[config.mk]
export PLATFORM = sky130hd
export DESIGN_NAME = eif_top
export DESIGN_NICKNAME = d
export VERILOG_FILES = /design/src/eif_pkg.sv /design/src/eif_filter.sv /design/src/eif_top.sv
export VERILOG_INCLUDE_DIRS = /design/src /design/src/src
export SDC_FILE = /design/constraint.sdc
export NUM_CORES = 1
export LEC_CHECK = 0
export BUFFER_PORTS_ARGS = -buffer_cell sky130_fd_sc_hd__buf_4
export CORE_ASPECT_RATIO = 0.5
export CORE_MARGIN = 2
export CORE_UTILIZATION = 45
export DETAILED_ROUTE_END_ITERATION = 10
export PLACE_DENSITY = 0.7
export RECOVER_POWER = 50
export SYNTH_ARGS = -nofsm -noshare
export SYNTH_HDL_FRONTEND = slang
export SYNTH_SLANG_ARGS = --single-unit
[constraint.sdc]
create_clock -name sys_clk -period 3.41 [get_ports sys_clk]
set_input_delay 0.5115 -clock sys_clk [delete_from_list [all_inputs] [get_ports sys_clk]]
set_output_delay 0.5115 -clock sys_clk [all_outputs]
set_load 0.005 [all_outputs]
[src/eif_regs.svh]
// Register offsets, field positions and timing constants of the filter block
`ifndef EIF_REGS_SVH
`define EIF_REGS_SVH

// ****************************************************************
// Control register map
// ****************************************************************
`define EIF_CTRL_ADDR 16'h0037
`define EIF_CTRL_RESET 8'h00
`define EIF_CTRL_RW_MASK 8'hce
`define EIF_BIT_EXT1_NC 7
`define EIF_BIT_EXT0_PIN 6
`define EIF_BIT_EXT3_ES 3
`define EIF_BIT_EXT2_ES 2
`define EIF_BIT_EXT1_ES 1

// ****************************************************************
// Source indexes of the latch vector and of the accept code
// ****************************************************************
`define EIF_SRC_EXT0 3'h0
`define EIF_SRC_EXT1 3'h1
`define EIF_SRC_EXT2 3'h2
`define EIF_SRC_EXT3 3'h3
`define EIF_SRC_EXT5 3'h4
`define EIF_NUM_SRC 5

// ****************************************************************
// Trapped fetch areas
// ****************************************************************
`define EIF_SFR_FIRST 16'h0000
`define EIF_SFR_LAST 16'h003f
`define EIF_RAM_FIRST 16'h0040
`define EIF_RAM_LAST 16'h083f
`define EIF_DBR_FIRST 16'h0f80
`define EIF_DBR_LAST 16'h0fff

// ****************************************************************
// Filter times, in high-frequency clock periods, and their counts
// ****************************************************************
`define EIF_CLK_PERIOD_NS 40
`define EIF_FC_PERIOD_NS 40
`define EIF_T_REJ_SHORT_FC 2
`define EIF_T_REJ_MID_FC 7
`define EIF_T_REJ_EXT1_FAST_FC 15
`define EIF_T_REJ_EXT1_SLOW_FC 63
`define EIF_CYC(t) ((t * `EIF_FC_PERIOD_NS + `EIF_CLK_PERIOD_NS - 1) \
  / `EIF_CLK_PERIOD_NS)
`define EIF_CNT_SHORT 6'(`EIF_CYC(`EIF_T_REJ_SHORT_FC))
`define EIF_CNT_MID 6'(`EIF_CYC(`EIF_T_REJ_MID_FC))
`define EIF_CNT_EXT1_FAST 6'(`EIF_CYC(`EIF_T_REJ_EXT1_FAST_FC))
`define EIF_CNT_EXT1_SLOW 6'(`EIF_CYC(`EIF_T_REJ_EXT1_SLOW_FC))
// Low-clock ticks a level must hold in slow or sleep mode
`define EIF_CNT_SLOW_TICKS 6'h02
`define EIF_CNT_ONE 6'h01
`define EIF_CNT_ZERO 6'h00

`endif

[src/eif_pkg.sv]
// Types shared by the external interrupt filter block
package eif_pkg;

  // ****************************************************************
  // Clock mode that times the noise filters
  // ****************************************************************
  typedef enum logic {
    EIF_MODE_FAST,
    EIF_MODE_SLOW
  } eif_mode_type;

endpackage : eif_pkg

[src/eif_filter.sv]
// One noise rejection filter with synchroniser and edge detector
`timescale 1ns/1ps
`include "eif_regs.svh"

module eif_filter (
  input wire logic sys_clk,
  input wire logic reset,
  input wire logic pin_raw,
  input wire logic [5:0] fast_thresh,
  input wire eif_pkg::eif_mode_type mode,
  input wire logic fs_tick,
  output logic filt_level,
  output logic rise_pulse,
  output logic fall_pulse
);

  // ****************************************************************
  // State
  // ****************************************************************
  logic sync1_q; // First stage, read only by the second
  logic sync2_q;
  logic filt_q, filt_d; // Accepted level
  logic [5:0] cnt_q, cnt_d; // Cycles or ticks the new level has held
  logic rise_q, rise_d;
  logic fall_q, fall_d;
  logic step; // Counter advances this cycle
  logic [5:0] thresh;

  // Synchronise the pin before anything looks at it
  always_ff @(posedge sys_clk) begin
    if (reset) begin
      sync1_q <= 1'b1;
      sync2_q <= 1'b1;
    end else begin
      sync1_q <= pin_raw;
      sync2_q <= sync1_q;
    end
  end

  // Count how long the synchronised level differs from the accepted one
  always_comb begin
    step = (mode == eif_pkg::EIF_MODE_SLOW) ? fs_tick : 1'b1;
    // Slow mode counts low-clock ticks, so the window is in fs units
    thresh = (mode == eif_pkg::EIF_MODE_SLOW) ? `EIF_CNT_SLOW_TICKS
                                              : fast_thresh;
    filt_d = filt_q;
    cnt_d = cnt_q;
    rise_d = 1'b0;
    fall_d = 1'b0;
    if (sync2_q == filt_q) begin
      // Short pulse ended before the window ran out: drop it
      cnt_d = `EIF_CNT_ZERO;
    end else if (step) begin
      if (cnt_q + `EIF_CNT_ONE >= thresh) begin
        // Held long enough: take the new level
        filt_d = sync2_q;
        cnt_d = `EIF_CNT_ZERO;
        rise_d = sync2_q;
        fall_d = ~sync2_q;
      end else begin
        cnt_d = cnt_q + `EIF_CNT_ONE;
      end
    end
  end

  // Register the filter state
  always_ff @(posedge sys_clk) begin
    if (reset) begin
      // Idle level high so a pulled-up pin gives no edge at start
      filt_q <= 1'b1;
      cnt_q <= `EIF_CNT_ZERO;
      rise_q <= 1'b0;
      fall_q <= 1'b0;
    end else begin
      filt_q <= filt_d;
      cnt_q <= cnt_d;
      rise_q <= rise_d;
      fall_q <= fall_d;
    end
  end

  assign filt_level = filt_q;
  assign rise_pulse = rise_q;
  assign fall_pulse = fall_q;

endmodule : eif_filter

[src/eif_top.sv]
// External interrupt filters, latches, control register and address trap
`timescale 1ns/1ps
`include "eif_regs.svh"

module eif_top (
  input wire logic sys_clk,
  input wire logic reset,
  // Register access
  input wire logic [15:0] bus_addr,
  input wire logic bus_wr,
  input wire logic bus_rd,
  input wire logic [7:0] bus_wdata,
  output logic [7:0] bus_rdata,
  // External pins
  input wire logic ext_irq_0,
  input wire logic ext_irq_1,
  input wire logic ext_irq_2,
  input wire logic ext_irq_3,
  input wire logic ext_irq_5,
  output logic port6_bit3,
  // Clock mode
  input wire logic slow_mode,
  input wire logic fs_tick,
  // Enables from the interrupt enable register
  input wire logic master_irq_enable,
  input wire logic enable_flag_4,
  input wire logic enable_flag_5,
  input wire logic enable_flag_7,
  input wire logic enable_flag_14,
  input wire logic enable_flag_15,
  input wire logic latch14_route_select,
  input wire logic latch15_route_select,
  // Acceptance by the CPU
  input wire logic irq_accept,
  input wire logic [2:0] irq_accept_sel,
  output logic [4:0] irq_latch,
  output logic [4:0] irq_request,
  output logic master_irq_clear,
  // Instruction fetch watch
  input wire logic fetch_valid,
  input wire logic [15:0] fetch_addr,
  input wire logic trap_irq_select,
  output logic address_trap_irq,
  output logic trap_reset_out
);

  // ****************************************************************
  // Control register
  // ****************************************************************
  logic [7:0] ctrl_q, ctrl_d; // ext_irq_control
  logic [7:0] rdata_q, rdata_d;
  logic ctrl_hit;

  // Decode the single register address
  always_comb begin
    if (bus_addr == `EIF_CTRL_ADDR) begin
      ctrl_hit = 1'b1;
    end else begin
      ctrl_hit = 1'b0;
    end
  end

  // Write stores only implemented bits; reads give zero elsewhere
  always_comb begin
    ctrl_d = ctrl_q;
    rdata_d = rdata_q;
    if (bus_wr && ctrl_hit) begin
      ctrl_d = bus_wdata & `EIF_CTRL_RW_MASK;
    end
    if (bus_rd) begin
      rdata_d = ctrl_hit ? ctrl_q : 8'h00;
    end
  end

  // Register the control state
  always_ff @(posedge sys_clk) begin
    if (reset) begin
      // Noise select, pin function and edge selects all clear
      ctrl_q <= `EIF_CTRL_RESET;
      rdata_q <= 8'h00;
    end else begin
      ctrl_q <= ctrl_d;
      rdata_q <= rdata_d;
    end
  end

  assign bus_rdata = rdata_q;

  // ****************************************************************
  // Field views
  // ****************************************************************
  logic ext1_filter_select;
  logic ext0_pin_function;
  logic ext1_edge_select;
  logic ext2_edge_select;
  logic ext3_edge_select;
  eif_pkg::eif_mode_type mode;

  assign ext1_filter_select = ctrl_q[`EIF_BIT_EXT1_NC];
  assign ext0_pin_function = ctrl_q[`EIF_BIT_EXT0_PIN];
  assign ext1_edge_select = ctrl_q[`EIF_BIT_EXT1_ES];
  assign ext2_edge_select = ctrl_q[`EIF_BIT_EXT2_ES];
  assign ext3_edge_select = ctrl_q[`EIF_BIT_EXT3_ES];
  assign mode = slow_mode ? eif_pkg::EIF_MODE_SLOW : eif_pkg::EIF_MODE_FAST;

  // ****************************************************************
  // Filter windows per source
  // ****************************************************************
  logic [5:0] thresh [`EIF_NUM_SRC];
  logic [4:0] pin_vec;
  logic [4:0] filt_vec;
  logic [4:0] rise_vec;
  logic [4:0] fall_vec;

  // Pick each window; the select bit feeds straight in, so a change
  // applies on the next clock, well inside the allowed settling time
  always_comb begin
    thresh[`EIF_SRC_EXT0] = `EIF_CNT_SHORT;
    thresh[`EIF_SRC_EXT5] = `EIF_CNT_SHORT;
    thresh[`EIF_SRC_EXT2] = `EIF_CNT_MID;
    thresh[`EIF_SRC_EXT3] = `EIF_CNT_MID;
    if (ext1_filter_select) begin
      thresh[`EIF_SRC_EXT1] = `EIF_CNT_EXT1_FAST;
    end else begin
      thresh[`EIF_SRC_EXT1] = `EIF_CNT_EXT1_SLOW;
    end
  end

  // The pins are sampled as seen, including levels this chip drives,
  // so output activity on a shared pin can raise a request
  assign pin_vec = {ext_irq_5, ext_irq_3, ext_irq_2, ext_irq_1,
                    ext_irq_0};

  // One filter per external input
  genvar gi;
  generate
    for (gi = 0; gi < `EIF_NUM_SRC; gi++) begin : g_filt
      eif_filter u_filt (
        .sys_clk(sys_clk),
        .reset(reset),
        .pin_raw(pin_vec[gi]),
        .fast_thresh(thresh[gi]),
        .mode(mode),
        .fs_tick(fs_tick),
        .filt_level(filt_vec[gi]),
        .rise_pulse(rise_vec[gi]),
        .fall_pulse(fall_vec[gi])
      );
    end
  endgenerate

  // The shared pin reads as a plain port while not in interrupt use
  logic port_q, port_d;

  always_comb begin
    port_d = ext0_pin_function ? 1'b1 : filt_vec[`EIF_SRC_EXT0];
  end

  always_ff @(posedge sys_clk) begin
    if (reset) begin
      port_q <= 1'b1;
    end else begin
      port_q <= port_d;
    end
  end

  assign port6_bit3 = port_q;

  // ****************************************************************
  // Edge choice and latches
  // ****************************************************************
  logic [4:0] edge_vec; // Active edge seen this cycle
  logic [4:0] latch_q, latch_d;
  logic [4:0] enable_vec;
  logic [4:0] accept_vec;
  logic clear_q, clear_d;

  // Select the active edge of each source
  always_comb begin
    // Fixed falling edge; port role blocks the latch
    edge_vec[`EIF_SRC_EXT0] = fall_vec[`EIF_SRC_EXT0] &
                              ext0_pin_function;
    edge_vec[`EIF_SRC_EXT5] = fall_vec[`EIF_SRC_EXT5];
    edge_vec[`EIF_SRC_EXT1] = ext1_edge_select ? fall_vec[`EIF_SRC_EXT1]
                                               : rise_vec[`EIF_SRC_EXT1];
    edge_vec[`EIF_SRC_EXT2] = ext2_edge_select ? fall_vec[`EIF_SRC_EXT2]
                                               : rise_vec[`EIF_SRC_EXT2];
    edge_vec[`EIF_SRC_EXT3] = ext3_edge_select ? fall_vec[`EIF_SRC_EXT3]
                                               : rise_vec[`EIF_SRC_EXT3];
    // Edge selects above: 0 rising, 1 falling
  end

  // Per-source enable terms
  always_comb begin
    enable_vec[`EIF_SRC_EXT0] = enable_flag_4 & ext0_pin_function;
    enable_vec[`EIF_SRC_EXT1] = enable_flag_5;
    enable_vec[`EIF_SRC_EXT2] = enable_flag_7;
    enable_vec[`EIF_SRC_EXT3] = enable_flag_14 & ~latch14_route_select;
    enable_vec[`EIF_SRC_EXT5] = enable_flag_15 & ~latch15_route_select;
  end

  assign irq_request = latch_q & enable_vec &
                       {`EIF_NUM_SRC{master_irq_enable}};

  // Acceptance clears one latch; a new edge in that cycle still sets it
  always_comb begin
    accept_vec = 5'h00;
    clear_d = 1'b0;
    if (irq_accept && (irq_accept_sel < 3'(`EIF_NUM_SRC))) begin
      if (irq_request[irq_accept_sel]) begin
        accept_vec[irq_accept_sel] = 1'b1;
        clear_d = 1'b1;
      end
    end
    // The edge pulse comes in the same cycle as the filter settles, which keeps
    // latch delay to a few clocks, well under the allowed bound
    latch_d = (latch_q & ~accept_vec) | edge_vec;
  end

  // Register the latches
  always_ff @(posedge sys_clk) begin
    if (reset) begin
      latch_q <= 5'h00;
      clear_q <= 1'b0;
    end else begin
      latch_q <= latch_d;
      clear_q <= clear_d;
    end
  end

  assign irq_latch = latch_q;
  assign master_irq_clear = clear_q;

  // Software must mask these sources while it changes clock mode or
  // rewrites the control register; glitches then are not suppressed
  // here

  // ****************************************************************
  // Address trap
  // ****************************************************************
  logic trapped; // Fetch address falls in a trapped area
  logic trap_irq_q, trap_irq_d;
  logic trap_rst_q, trap_rst_d;

  // Decode the trapped areas
  always_comb begin
    if (fetch_addr <= `EIF_SFR_LAST) begin
      trapped = 1'b1;
    end else if ((fetch_addr >= `EIF_RAM_FIRST) &&
                 (fetch_addr <= `EIF_RAM_LAST)) begin
      trapped = 1'b1;
    end else if ((fetch_addr >= `EIF_DBR_FIRST) &&
                 (fetch_addr <= `EIF_DBR_LAST)) begin
      trapped = 1'b1;
    end else begin
      trapped = 1'b0;
    end
  end

  // Route a trapped fetch by the watchdog setting; master enable and a
  // running non-maskable service are deliberately not consulted
  always_comb begin
    trap_irq_d = fetch_valid & trapped & trap_irq_select;
    trap_rst_d = fetch_valid & trapped & ~trap_irq_select;
  end

  // Register the trap outputs
  always_ff @(posedge sys_clk) begin
    if (reset) begin
      trap_irq_q <= 1'b0;
      trap_rst_q <= 1'b0;
    end else begin
      trap_irq_q <= trap_irq_d;
      trap_rst_q <= trap_rst_d;
    end
  end

  assign address_trap_irq = trap_irq_q;
  assign trap_reset_out = trap_rst_q;

endmodule : eif_top

After elaboration in Yosys (flattened, before gate mapping)
Index checks and enable logic that the tools add are counted.
{ "classes": {"muxes": 25, "reduce_logical": 22, "addsub": 5, "n_eq_ne": 6, "n_lt_le_gt_ge": 13, "bitwise_logic": 32} }
{ "op_table": {"columns": ["op", "n"], "rows": [
  ["two-way mux 6 bit", 7],
  ["<= comparator 16 x 12 -> 1 bit (second input constant)", 2],
  ["adder 6 x 1 -> 6 bit (second input constant)", 5],
  ["inverter 1 bit", 20],
  ["OR reduction 4 bit", 5],
  ["== test 16 x 6 -> 1 bit (second input constant)", 1],
  [">= comparator 16 x 12 -> 1 bit (second input constant)", 1],
  [">= comparator 16 x 7 -> 1 bit (second input constant)", 1],
  ["<= comparator 16 x 6 -> 1 bit (second input constant)", 1],
  ["bitwise AND 5 bit", 3],
  ["AND reduction 3 bit", 5],
  ["OR reduction 2 bit", 7],
  [">= comparator 6 x 2 -> 1 bit (second input constant)", 2],
  [">= comparator 6 bit", 2],
  ["two-way mux 1 bit", 12],
  ["two-way mux 5 bit", 2],
  ["two-way mux 8 bit", 1],
  ["bitwise AND 1 bit", 7],
  [">= comparator 6 x 3 -> 1 bit", 1],
  ["== test 1 bit", 5],
  ["logical AND 1 bit", 5],
  ["inverter 5 bit", 1],
  ["bitwise OR 5 bit", 1],
  ["less-than comparator 3 x 4 -> 1 bit (second input constant)", 1],
  ["5 further kinds", 5]
]} }
{ "word_totals": {"word_cells": 138, "out_inout_bits": 22, "register_bits": 75, "input_bits": 65} }

Depth between registers and ports, before layout
Gate-level depths: netlist of run 1.
{ "depth": {"ltp_word": 11, "ltp_mapped": 9, "depth_no_buf": 9} }

Hierarchy
From an unflattened synthesis of run 1, not the netlist that was laid out.
{ "unflattened": {"hier_cells": 436, "hier_area_um2": 4015.1} }
{ "by_module_without_submodules": {"columns": ["module", "area_per_inst_um2", "instances", "cells_per_inst", "seq_area_each_um2"], "rows": [
  ["eif_filter", 615.6, 5, 65, 220.2],
  ["eif_top", 937.1, 1, 111, 380.4]
]} }

Least setup slack after synthesis of run 1
No wires, ideal clock.
{ "synth_timing": {"path_type": "register -> register", "startpoint": "register g_filt[1].u_filt.cnt_q[0]", "endpoint": "register g_filt[1].u_filt.cnt_q[2]", "stages_incl_launch_ff": 10, "t_required_ns": 3.353, "setup_time_ns": 0.057, "period_less_slack_ns": 1.993, "setup_slack_ns": 1.417, "arrival_time_ns": 1.936, "path_buffers": 0, "cell_sequence": "dfxtp_1 -> ha_1 -> nand3_1 -> xnor2_1 -> ha_1 -> a21o_1 -> a21oi_1 -> o211ai_1 -> nor3b_1 -> a21o_1"} }
{ "synth_via": {"elab_chain_len": 3} }
{ "synth_lines": {"columns": ["item", "line_no", "rtl"], "rows": [
  ["start, declared", "eif_filter.sv:23", "logic [5:0] cnt_q, cnt_d;"],
  ["start signal, assigned", "eif_filter.sv:71", "cnt_q <= `EIF_CNT_ZERO;"],
  ["start signal, assigned", "eif_filter.sv:76", "cnt_q <= cnt_d;"],
  ["adder 6 x 1 -> 6 bit (no source line) *", null, null],
  [">= comparator 6 bit", "eif_filter.sv:54", "if (cnt_q + `EIF_CNT_ONE >= thresh) begin"],
  ["two-way mux 6 bit *", "eif_filter.sv:54", null]
]} }
Every way passes the cells marked *; elsewhere a longest branch is shown, timed or not.
A chain may end at the register's enable or synchronous reset.

Final worst setup path of run 1
{ "layout_timing": {"startpoint": "input port reset", "endpoint": "register g_filt[1].u_filt.cnt_q[2]"} }
{ "layout_via": {"elab_chain_len": 1} }
{ "layout_lines": {"columns": ["item", "line_no", "rtl"], "rows": [
  ["start, declared", "eif_top.sv:7", "input wire logic reset,"],
  ["OR reduction 2 bit (no source line)", null, null]
]} }
No other way between the ends.

==> results.txt, run 1 <==
----------------------------------------------------
[Setup path]
  Destination of the worst register-to-register timing path ... g_filt[1].u_filt.cnt_q[2]$_SDFFE_PP0P_
  Endpoint arrival time on the critical path ... approximately 2800 ps
  Data required, critical path ... approximately 3600 ps
  Kind of start point of the critical path ... input port
  Cell depth of the worst flop-to-flop path ... 9
  Critical path class ... in2reg
  Category of the worst setup path capture point ... flop
  Beginning of the worst register-to-register path ... g_filt[1].u_filt.cnt_q[0]$_SDFFE_PP0P_
  Slack of the worst reg-to-reg path ... roughly 1200 ps
  Top fanout value on the critical path ... between 40 and 50

[Final layout]
  Share of final-layout standard cells stronger than drive strength 1 ... 25.76%
  Final Net Count ... 503
  Diodes inserted ... 0
  Area delta synth->final ... 28.87%
  Area taken by multi-input logic gates ... ~1700 sq um
  Fill cell count ... 575
  Area taken by flip-flops and latches ... about 1400 sq um

[Route]
  Total Wirelength ... 6.492 mm
  DRC marker count from the first detailed-route iteration ... 94
  Pre-antenna DRT Iters ... 4
  Vias per cell ... approximately 5.1
  Number of remaining DRC errors ... 0
  Detail-routed net length per standard cell ... ~13 microns
  Number of nets with antenna violations after routing ... 0
  Number of vias after detailed routing ... 2,672

[Worst hold path]
  Start point of the worst hold path ... trap_irq_select
  Worst hold path endpoint ... trap_reset_out$_SDFF_PP0_
  Number of cells traversed by the worst hold path ... 2
  Hold Crit Class ... in2reg

[Global routing]
  First-pass GRT wire length ... roughly 11 mm
  Number of global-route vias before repair ... 2,576
  Initial antenna violation count ... 0
  All-layer global routing usage ... about 18%
  Maximum number of pins on one net before global-route repair ... ~50
  Global-route congestion overflow total ... 0

[Die]
  FP Rows ... 21
  Die X ... between 100 and 150 microns
  Starting Density ... 47.25%
  IO Count ... 87
  Die height ... ~64 microns
  Core Area ... roughly 7000 sq um
  Die Footprint ... just under 8000 sq um

[STA]
  Final worst path period need ... between 2000 and 3000 ps
  Count of pins over their slew limit ... between 40 and 50
  Maximum clock frequency ... 0.3851 GHz
  Clock skew ... 3.484 ps
  Minimum setup slack in the final design ... ~810 ps
  Final setup violation count ... 0
  RSZ-0062 raised after global routing ... false
  Rel. slew slack ... -31.93%
  Hold Violations, Final ... 0
  Final period utilization ... around three quarters
  Aggregate negative setup slack ... 0 ps
  Transition time at the pin with the least slew margin ... between 1500 and 2000 ps

[Place]
  Setup slack at placement ... ~1100 ps
  Gpl congestion ... 0.7977
  Post-detail-place hpwl ... just under 5 mm
  Number of port buffers ... between 70 and 80

[Synth]
  Area of the mapped netlist ... 3216 sq um
  Gate count after technology mapping ... 345
  Warnings from Yosys ... 0
  Part of the Yosys area used for sequential elements ... ~45%
  Top cell types by occurrence after synthesis ... dfxtp_1, nor2_1, nand2_1
  Fraction of synthesized cell area taken by the top area cell type ... roughly 45%
  Top flip-flop cell by instance count after synthesis ... dfxtp_1
  Seq cells post-synth ... between 70 and 80
  Post-synthesis area per instance ... between 9 and 10 sq um
  Count of different cell masters after synthesis ... between 50 and 60
  Library cell with the highest instance count after synthesis ... dfxtp_1
  Post-synthesis async set-or-reset flop share ... 0%
  Number of flops mapped to enable cells by yosys ... 0
  Top post-synthesis cells by area ... dfxtp_1, ha_1, mux2i_1, nor2_1, nand2_1
  Yosys top cell by area ... dfxtp_1

[Job]
  Max-capacitance violation count ... 1

[Clock network]
  Count of cells resized by post-cts repair ... 0
  CTS HTree Levels ... 3
  Number of buffers inserted during clock tree synthesis ... 9
  Hold-fix buffers, CTS ... 0
  Clk slew on worst S/H paths ... around 50 ps
  Worst-skew pair later-pin latency ... between 300 and 400 ps
  Clock tree root buffer cell ... clkbuf_16
  CTS tree ... built
  Clk sink count ... slightly above 70
  Worst-case clock buffer depth ... 2
  Post-CTS Setup Repair Bufs ... 0

[Status]
  Result of the run ... complete, but fails checks
  Violations in the final reports ... max-capacitance violations, max-slew violations

[Power and ir drop]
  Leakage dissipation ... around 1.9 nW
  Maximum vdd drop ... ~0.29 mV
  Pwr Density ... between 400 and 500 nW/um^2

----------------------------------------------------
[registers in the layout, summed over array words and instances (netlist names), 5 cells and up]
signal / cells
g_filt.u_filt.fall_pulse: 5
g_filt.u_filt.cnt_q: 30
ctrl_q: 5
g_filt.u_filt.sync2_q: 5
irq_latch: 5
bus_rdata: 5
g_filt.u_filt.filt_level: 5
g_filt.u_filt.sync1_q: 5
[metrics by stage]
step                power (W)  instance area, sq um  std cells  utilization, %  hold slack, ps
floorplan           0.0009354                  3223        347               -           389.5
global placement    0.0009952                  3847        503           56.54           392.4
detailed placement   0.001001                  3847        503           56.54           393.7
CTS                  0.001935                  4148        519           60.95           328.0
global route         0.001978                  4144        519           60.89           333.8
finish               0.001909                  4144        519           60.89           342.2
[layout by cell type, fill, tap and decap left out, drive strengths merged, types with 3 or more instances in the layout]
master  netlist  final
a21o          4      4
a21oi        16     16
a31oi         3      3
and2         14     14
and3          4      4
and4b         3      3
buf           5     60
clkbuf        6     28
conb          1      3
dfxtp        72     72
ha           16     16
inv          13     13
mux2i        11     11
nand2        27     27
nand2b       12     12
nand3        11     11
nand4         6      6
nor2         29     29
nor2b         8      8
nor3          8      8
nor3b         4      4
nor4          6      6
o21ai        10     10
or2          13     13
or3           3      3
or4           3      3
xnor2         9      9
[worst max-delay path, stage by stage]
cell and delay (ps):
clkbuf_1 1380, nor3_1 440, o21bai_1 300, a21o_1 190
[report_power, final]
group / internal, W / switching [W]
logic: 0.0000697 / 0.0000530
registers: 0.000852 / 0.00000733
clock network: 0.000603 / 0.000323
[worst max-delay path by stage]
stage | startpoint | to | slack [ps] | cells after the start
3_5_place_dp | slow_mode | g_filt[1].u_filt.cnt_q[2]$_SDFFE_PP0P_ | 1140 | 8
2_1_floorplan | g_filt[1].u_filt.cnt_q[0]$_SDFFE_PP0P_ | g_filt[1].u_filt.cnt_q[2]$_SDFFE_PP0P_ | 1420 | 9
3_3_place_gp | slow_mode | g_filt[1].u_filt.cnt_q[2]$_SDFFE_PP0P_ | 1210 | 8
6_report | reset | g_filt[1].u_filt.cnt_q[2]$_SDFFE_PP0P_ | 810 | 4
5_1_grt | reset | g_filt[1].u_filt.cnt_q[2]$_SDFFE_PP0P_ | 550 | 5
4_1_cts | g_filt[1].u_filt.cnt_q[0]$_SDFFE_PP0P_ | g_filt[1].u_filt.cnt_q[2]$_SDFFE_PP0P_ | 1140 | 9
[routing by layer]
layer	share of wire [%]	up-vias	global-route usage (%)
li1	-	1359	-
met1	43	1254	18.86
met2	50	55	31.59
met3	6.3	4	6.875
met4	0.69	0	6.392
met5	0	-	0
[layout make-up]
cell class,count,area share (%)
multi-input cells,251,40.52
well taps,92,2.778
flip-flops and latches,72,34.78
inverters,13,1.178
clock inverters,3,0.9662
repair buffers,75,13.50
clock buffers,13,6.280
[cell families (layout without fill, tap and decap cells)]
logic type | count (synthesis) | after routing | share of synthesized area [%]
other | 1 | 3 | 0.1166
adder cells (fa/ha/maj) | 16 | 16 | 6.226
flip-flops | 72 | 72 | 44.82
AND/OR/NAND/NOR | 157 | 157 | 27.63
AO/OA/AOI/OAI | 53 | 53 | 11.60
multiplexers | 11 | 11 | 3.424
buffers and inverters | 24 | 104 | 3.190
XOR/XNOR | 11 | 11 | 2.996
(Power assumes the default switching activity.)
==> run 2, diff against run 1 <==
--- a/config.mk
+++ b/config.mk
@@ -6,12 +6,13 @@
 export SDC_FILE = /design/constraint.sdc
 export NUM_CORES = 1
 export LEC_CHECK = 0
+export ABC_AREA = 1
 export BUFFER_PORTS_ARGS = -buffer_cell sky130_fd_sc_hd__buf_4
 export CORE_ASPECT_RATIO = 0.5
 export CORE_MARGIN = 2
 export CORE_UTILIZATION = 45
 export DETAILED_ROUTE_END_ITERATION = 10
-export PLACE_DENSITY = 0.7
+export PLACE_DENSITY = 0.69
 export RECOVER_POWER = 50
 export SYNTH_ARGS = -nofsm -noshare
 export SYNTH_HDL_FRONTEND = slang
==> constraint.sdc (replaced) <==
create_clock -name sys_clk -period 2.5 [get_ports sys_clk]
set_input_delay 0.375 -clock sys_clk [delete_from_list [all_inputs] [get_ports sys_clk]]
set_output_delay 0.375 -clock sys_clk [all_outputs]
set_load 0.005 [all_outputs]
==> run 2 against run 1 <==
  * The flow now finishes without violations
  * Clock skew is 0.98 ps higher
  * Sequential share of layout area shrank 2.3 points
  * Sequential cell count unchanged
  * Combinational power grew 37%
  * Clock-buffer cell count shrank 2
  * Critical path depth rose by 7
  * Area after synthesis up 8.2%
  * Worst setup slack worse by 480 ps
  * Die area increased by 7.8%
  * Worst hold slack got worse by 140 ps
  * Final area is 7.1% higher
  * Synthesized cell count rose by 40%
==> results.txt, run 2 <==
----------------------------------------------------
[Status]
  Result of the run ... finished clean

[Final layout]
  Leading cell type in the layout, fill and taps excluded ... nand2_1
  Share of final-layout standard cells stronger than drive strength 1 ... 19.86% (-5.9 points)
  Most frequent cells in the layout ... nand2_1, dfxtp_1, inv_1
  Max FFs per register ... 30 (unchanged)
  Area delta synth->final ... 27.59%
  Diodes inserted ... 0 (unchanged)
  Final Instance Count excl. Fillers ... 660 (+27%)
  Final Net Count ... 640 (+27%)
  Largest register by flop count ... g_filt.u_filt.cnt_q

[STA]
  Transition time at the pin with the least slew margin ... 654.4 ps (-1325 ps)
  Worst hold slack ... 200.2 ps (-142.0 ps)
  Hold Violations, Final ... 0 (unchanged)
  Final period utilization ... 86.86%
  Aggregate negative setup slack ... 0 ps (unchanged)
  Maximum clock frequency ... approximately 0.46 GHz
  Count of pins over their slew limit ... 0 (-100%)
  RSZ-0062 raised after global routing ... false
  Final worst path period need ... roughly 2200 ps
  Final setup violation count ... 0 (unchanged)
  Clock skew ... 4.469 ps (+0.9842 ps)
  Rel. slew slack ... 56.38% (+88 points)

[Die]
  Starting Density ... 46.98% (-0.28 points)
  Core Area ... 7405 sq um (+8.8%)
  Die X ... 128.3 microns (+3.9%)
  Die height ... 66.17 microns (+3.8%)
  Die Footprint ... 8492 sq um (+7.8%)
  IO Count ... 87 (unchanged)
  FP Rows ... 22 (+4.8%)

[Global routing]
  Initial antenna violation count ... 0 (unchanged)
  Maximum number of pins on one net before global-route repair ... 32 (-35%)
  Global Route met2 Usage ... 32.25% (+0.65 points)
  Busiest layer in global routing ... met2
  Global-route congestion overflow total ... 0 (unchanged)
  Number of global-route vias before repair ... 2,914 (+13%)
  First-pass GRT wire length ... 12.05 mm (+11%)
  Met1 Resource Use GR ... 20.50% (+1.6 points)
  Met3 GRT Util ... 5.502% (-1.4 points)
  All-layer global routing usage ... 18.01% (+0.37 points)

[Route]
  Pre-antenna DRT Iters ... 6 (+2)
  Total Wirelength ... 7.112 mm (+9.6%)
  Detail-routed net length per standard cell ... 10.78 microns (-14%)
  Number of nets with antenna violations after routing ... 0 (unchanged)
  DRC marker count from the first detailed-route iteration ... 145 (+54%)
  Vias per cell ... 4.730 (-8.1%)
  Number of remaining DRC errors ... 0 (unchanged)
  Number of vias after detailed routing ... 3,122 (+17%)

[Synth]
  Post-synthesis async set-or-reset flop share ... 0% (unchanged)
  Fraction of synthesized cell area taken by the top area cell type ... 41.44% (-3.4 points)
  Post-synthesis area per instance ... 7.202 sq um (-23%)
  Top cell types by occurrence after synthesis ... nand2_1, dfxtp_1, inv_1
  Count of different cell masters after synthesis ... 29 (-50%)
  Library cell with the highest instance count after synthesis ... nand2_1
  Number of flops mapped to enable cells by yosys ... 0 (unchanged)
  Top post-synthesis cells by area ... dfxtp_1, nand2_1, inv_1, ha_1, nor2_1
  Part of the Yosys area used for sequential elements ... 41.44% (-3.4 points)
  Warnings from Yosys ... 0 (unchanged)
  Seq cells post-synth ... 72 (unchanged)
  Gate count after technology mapping ... 483 (+40%)
  Yosys top cell by area ... dfxtp_1
  Top flip-flop cell by instance count after synthesis ... dfxtp_1
  Area of the mapped netlist ... 3478 sq um (+8.2%)

[Place]
  Gpl congestion ... 0.8030 (+0.66%)
  Cell total after placement ... 644 (+28%)
  Post-detail-place hpwl ... 5.271 mm (+7.4%)
  Number of port buffers ... 74 (unchanged)

[Clock network]
  CTS HTree Levels ... 3 (unchanged)
  CTS tree ... built
  Count of cells resized by post-cts repair ... 0 (unchanged)
  Clk slew on worst S/H paths ... 60 ps (about the same)
  Worst-skew pair later-pin latency ... 330 ps (about the same)
  Clk sink count ... 72 (unchanged)
  Post-CTS Setup Repair Bufs ... 0 (unchanged)
  Worst-case clock buffer depth ... 2 (unchanged)
  Number of buffers inserted during clock tree synthesis ... 9 (unchanged)
  Clock tree root buffer cell ... clkbuf_16
  Hold-fix buffers, CTS ... 0 (unchanged)

[Power and ir drop]
  Leakage dissipation ... 2.069 nW (+11%)
  Clock power share ... 52.3% (+3.8 points)
  Pwr Density ... 631.5 nW/um^2 (+37%)
  Power share of the combinational group ... 6.0% (-0.4 points)
  Maximum vdd drop ... 0.3524 mV (+23%)
  PnR Total Power ... 0.002803 W (+47%)
  Internal power consumption ... 0.002250 W (+48%)
  Switch share ... 19.71% (-0.38 points)
  Sw power ... 0.0005525 W (+44%)
  Sequential fraction of design power ... 41.7% (-3.3 points)

[Setup path]
  Cell depth of the worst flop-to-flop path ... 11 (+2)
  Top fanout value on the critical path ... 6 (-88%)
  Endpoint arrival time on the critical path ... 2430 ps (-390 ps)
  Category of the worst setup path capture point ... flop
  Data required, critical path ... 2760 ps (-870 ps)
  Kind of start point of the critical path ... flop
  Critical path class ... reg2reg

[Worst hold path]
  Number of cells traversed by the worst hold path ... 2 (unchanged)
  Hold Crit Class ... in2reg

[Job]
  Max-capacitance violation count ... 0 (-1)

----------------------------------------------------
run 2: changes by cell type after synthesis, sizes merged, moves of 7 or more:
cell | previous run | this run
inv | 13 | 69
nor3 | 8 | 17
a21oi | 16 | 30
nand2 | 27 | 102
nor2b | 8 | 0
nor2 | 29 | 58
buf | 5 | 12
mux2i | 11 | 3
nand2b | 12 | 0
and2 | 14 | 1
nand4 | 6 | 15
nand3 | 11 | 41
run 2: per-layer routing:
layer	routed length (microns)	part of all wire, %
met1	3266	46
met2	3367	47
met3	388	5.5
met4	89	1.3
met5	0	0
run 2: worst paths after layout:
| path | startpoint | to | slack [ps] |
|---|---|---|---|
| worst max-delay path | g_filt[1].u_filt.cnt_q[0]$_SDFFE_PP0P_ | g_filt[1].u_filt.cnt_q[2]$_SDFFE_PP0P_ | 330 |
| worst min-delay path | trap_irq_select | trap_reset_out$_SDFF_PP0_ | 200 |
| worst max register to register | g_filt[1].u_filt.cnt_q[0]$_SDFFE_PP0P_ | g_filt[1].u_filt.cnt_q[2]$_SDFFE_PP0P_ | 330 |
| worst min register to register | g_filt[0].u_filt.sync1_q$_SDFF_PP1_ | g_filt[0].u_filt.sync2_q$_SDFF_PP1_ | 410 |
run 2: worst max-delay path, cell delays in order (launching register included):
cell,delay [ps]
dfxtp_1,440
ha_1,230
nand3_1,120
xor2_1,220
ha_1,270
nand2_1,80
inv_1,40
nand2_1,70
nand2_1,50
nor2_1,290
nand3_1,120
a21oi_1,150
run 2: cells by family (layout without fill, tap and decap cells):
group,after synthesis,in the layout,share of synthesized area (%)
other,1,3,0.1078
buffers and inverters,84,163,9.784
DFF,72,72,41.44
muxes,3,3,0.8633
adders and majority gates,16,16,5.755
xor gates and xnor gates,12,12,3.022
and+or+nand+nor,248,248,32.05
AOI/OAI and AO/OA,47,47,6.978
run 2: through the flow:
stage / util [%] / cell area (sq um) / setup WS, ps
detailed placement: 55.46 / 4106 / 347.3
global placement: 55.46 / 4106 / 442.2
finish: 59.94 / 4438 / 328.5
CTS: 60.14 / 4453 / 342.6
floorplan: - / 3486 / 696.7
global route: 59.94 / 4438 / 142.0
run 2: power by group through the flow:
stage	sequential [W]	combinational, W	clock [W]
2_1_floorplan	0.00119	0.0000784	0
3_3_place_gp	0.00119	0.000168	0
3_5_place_dp	0.00119	0.000170	0
4_1_cts	0.00117	0.000172	0.00149
5_1_grt	0.00117	0.000186	0.00155
6_report	0.00117	0.000168	0.00147
run 2: area by class of cell:
class	instances	area (sq um)
Inverter	70	262.8
Timing Repair Buffer	77	570.5
Fill cell	699	2967
Tap cell	96	120.1
Multi-Input combinational cell	329	1697
Sequential cell	72	1441
Clock buffer	11	242.7
Clock inverter	5	103.9
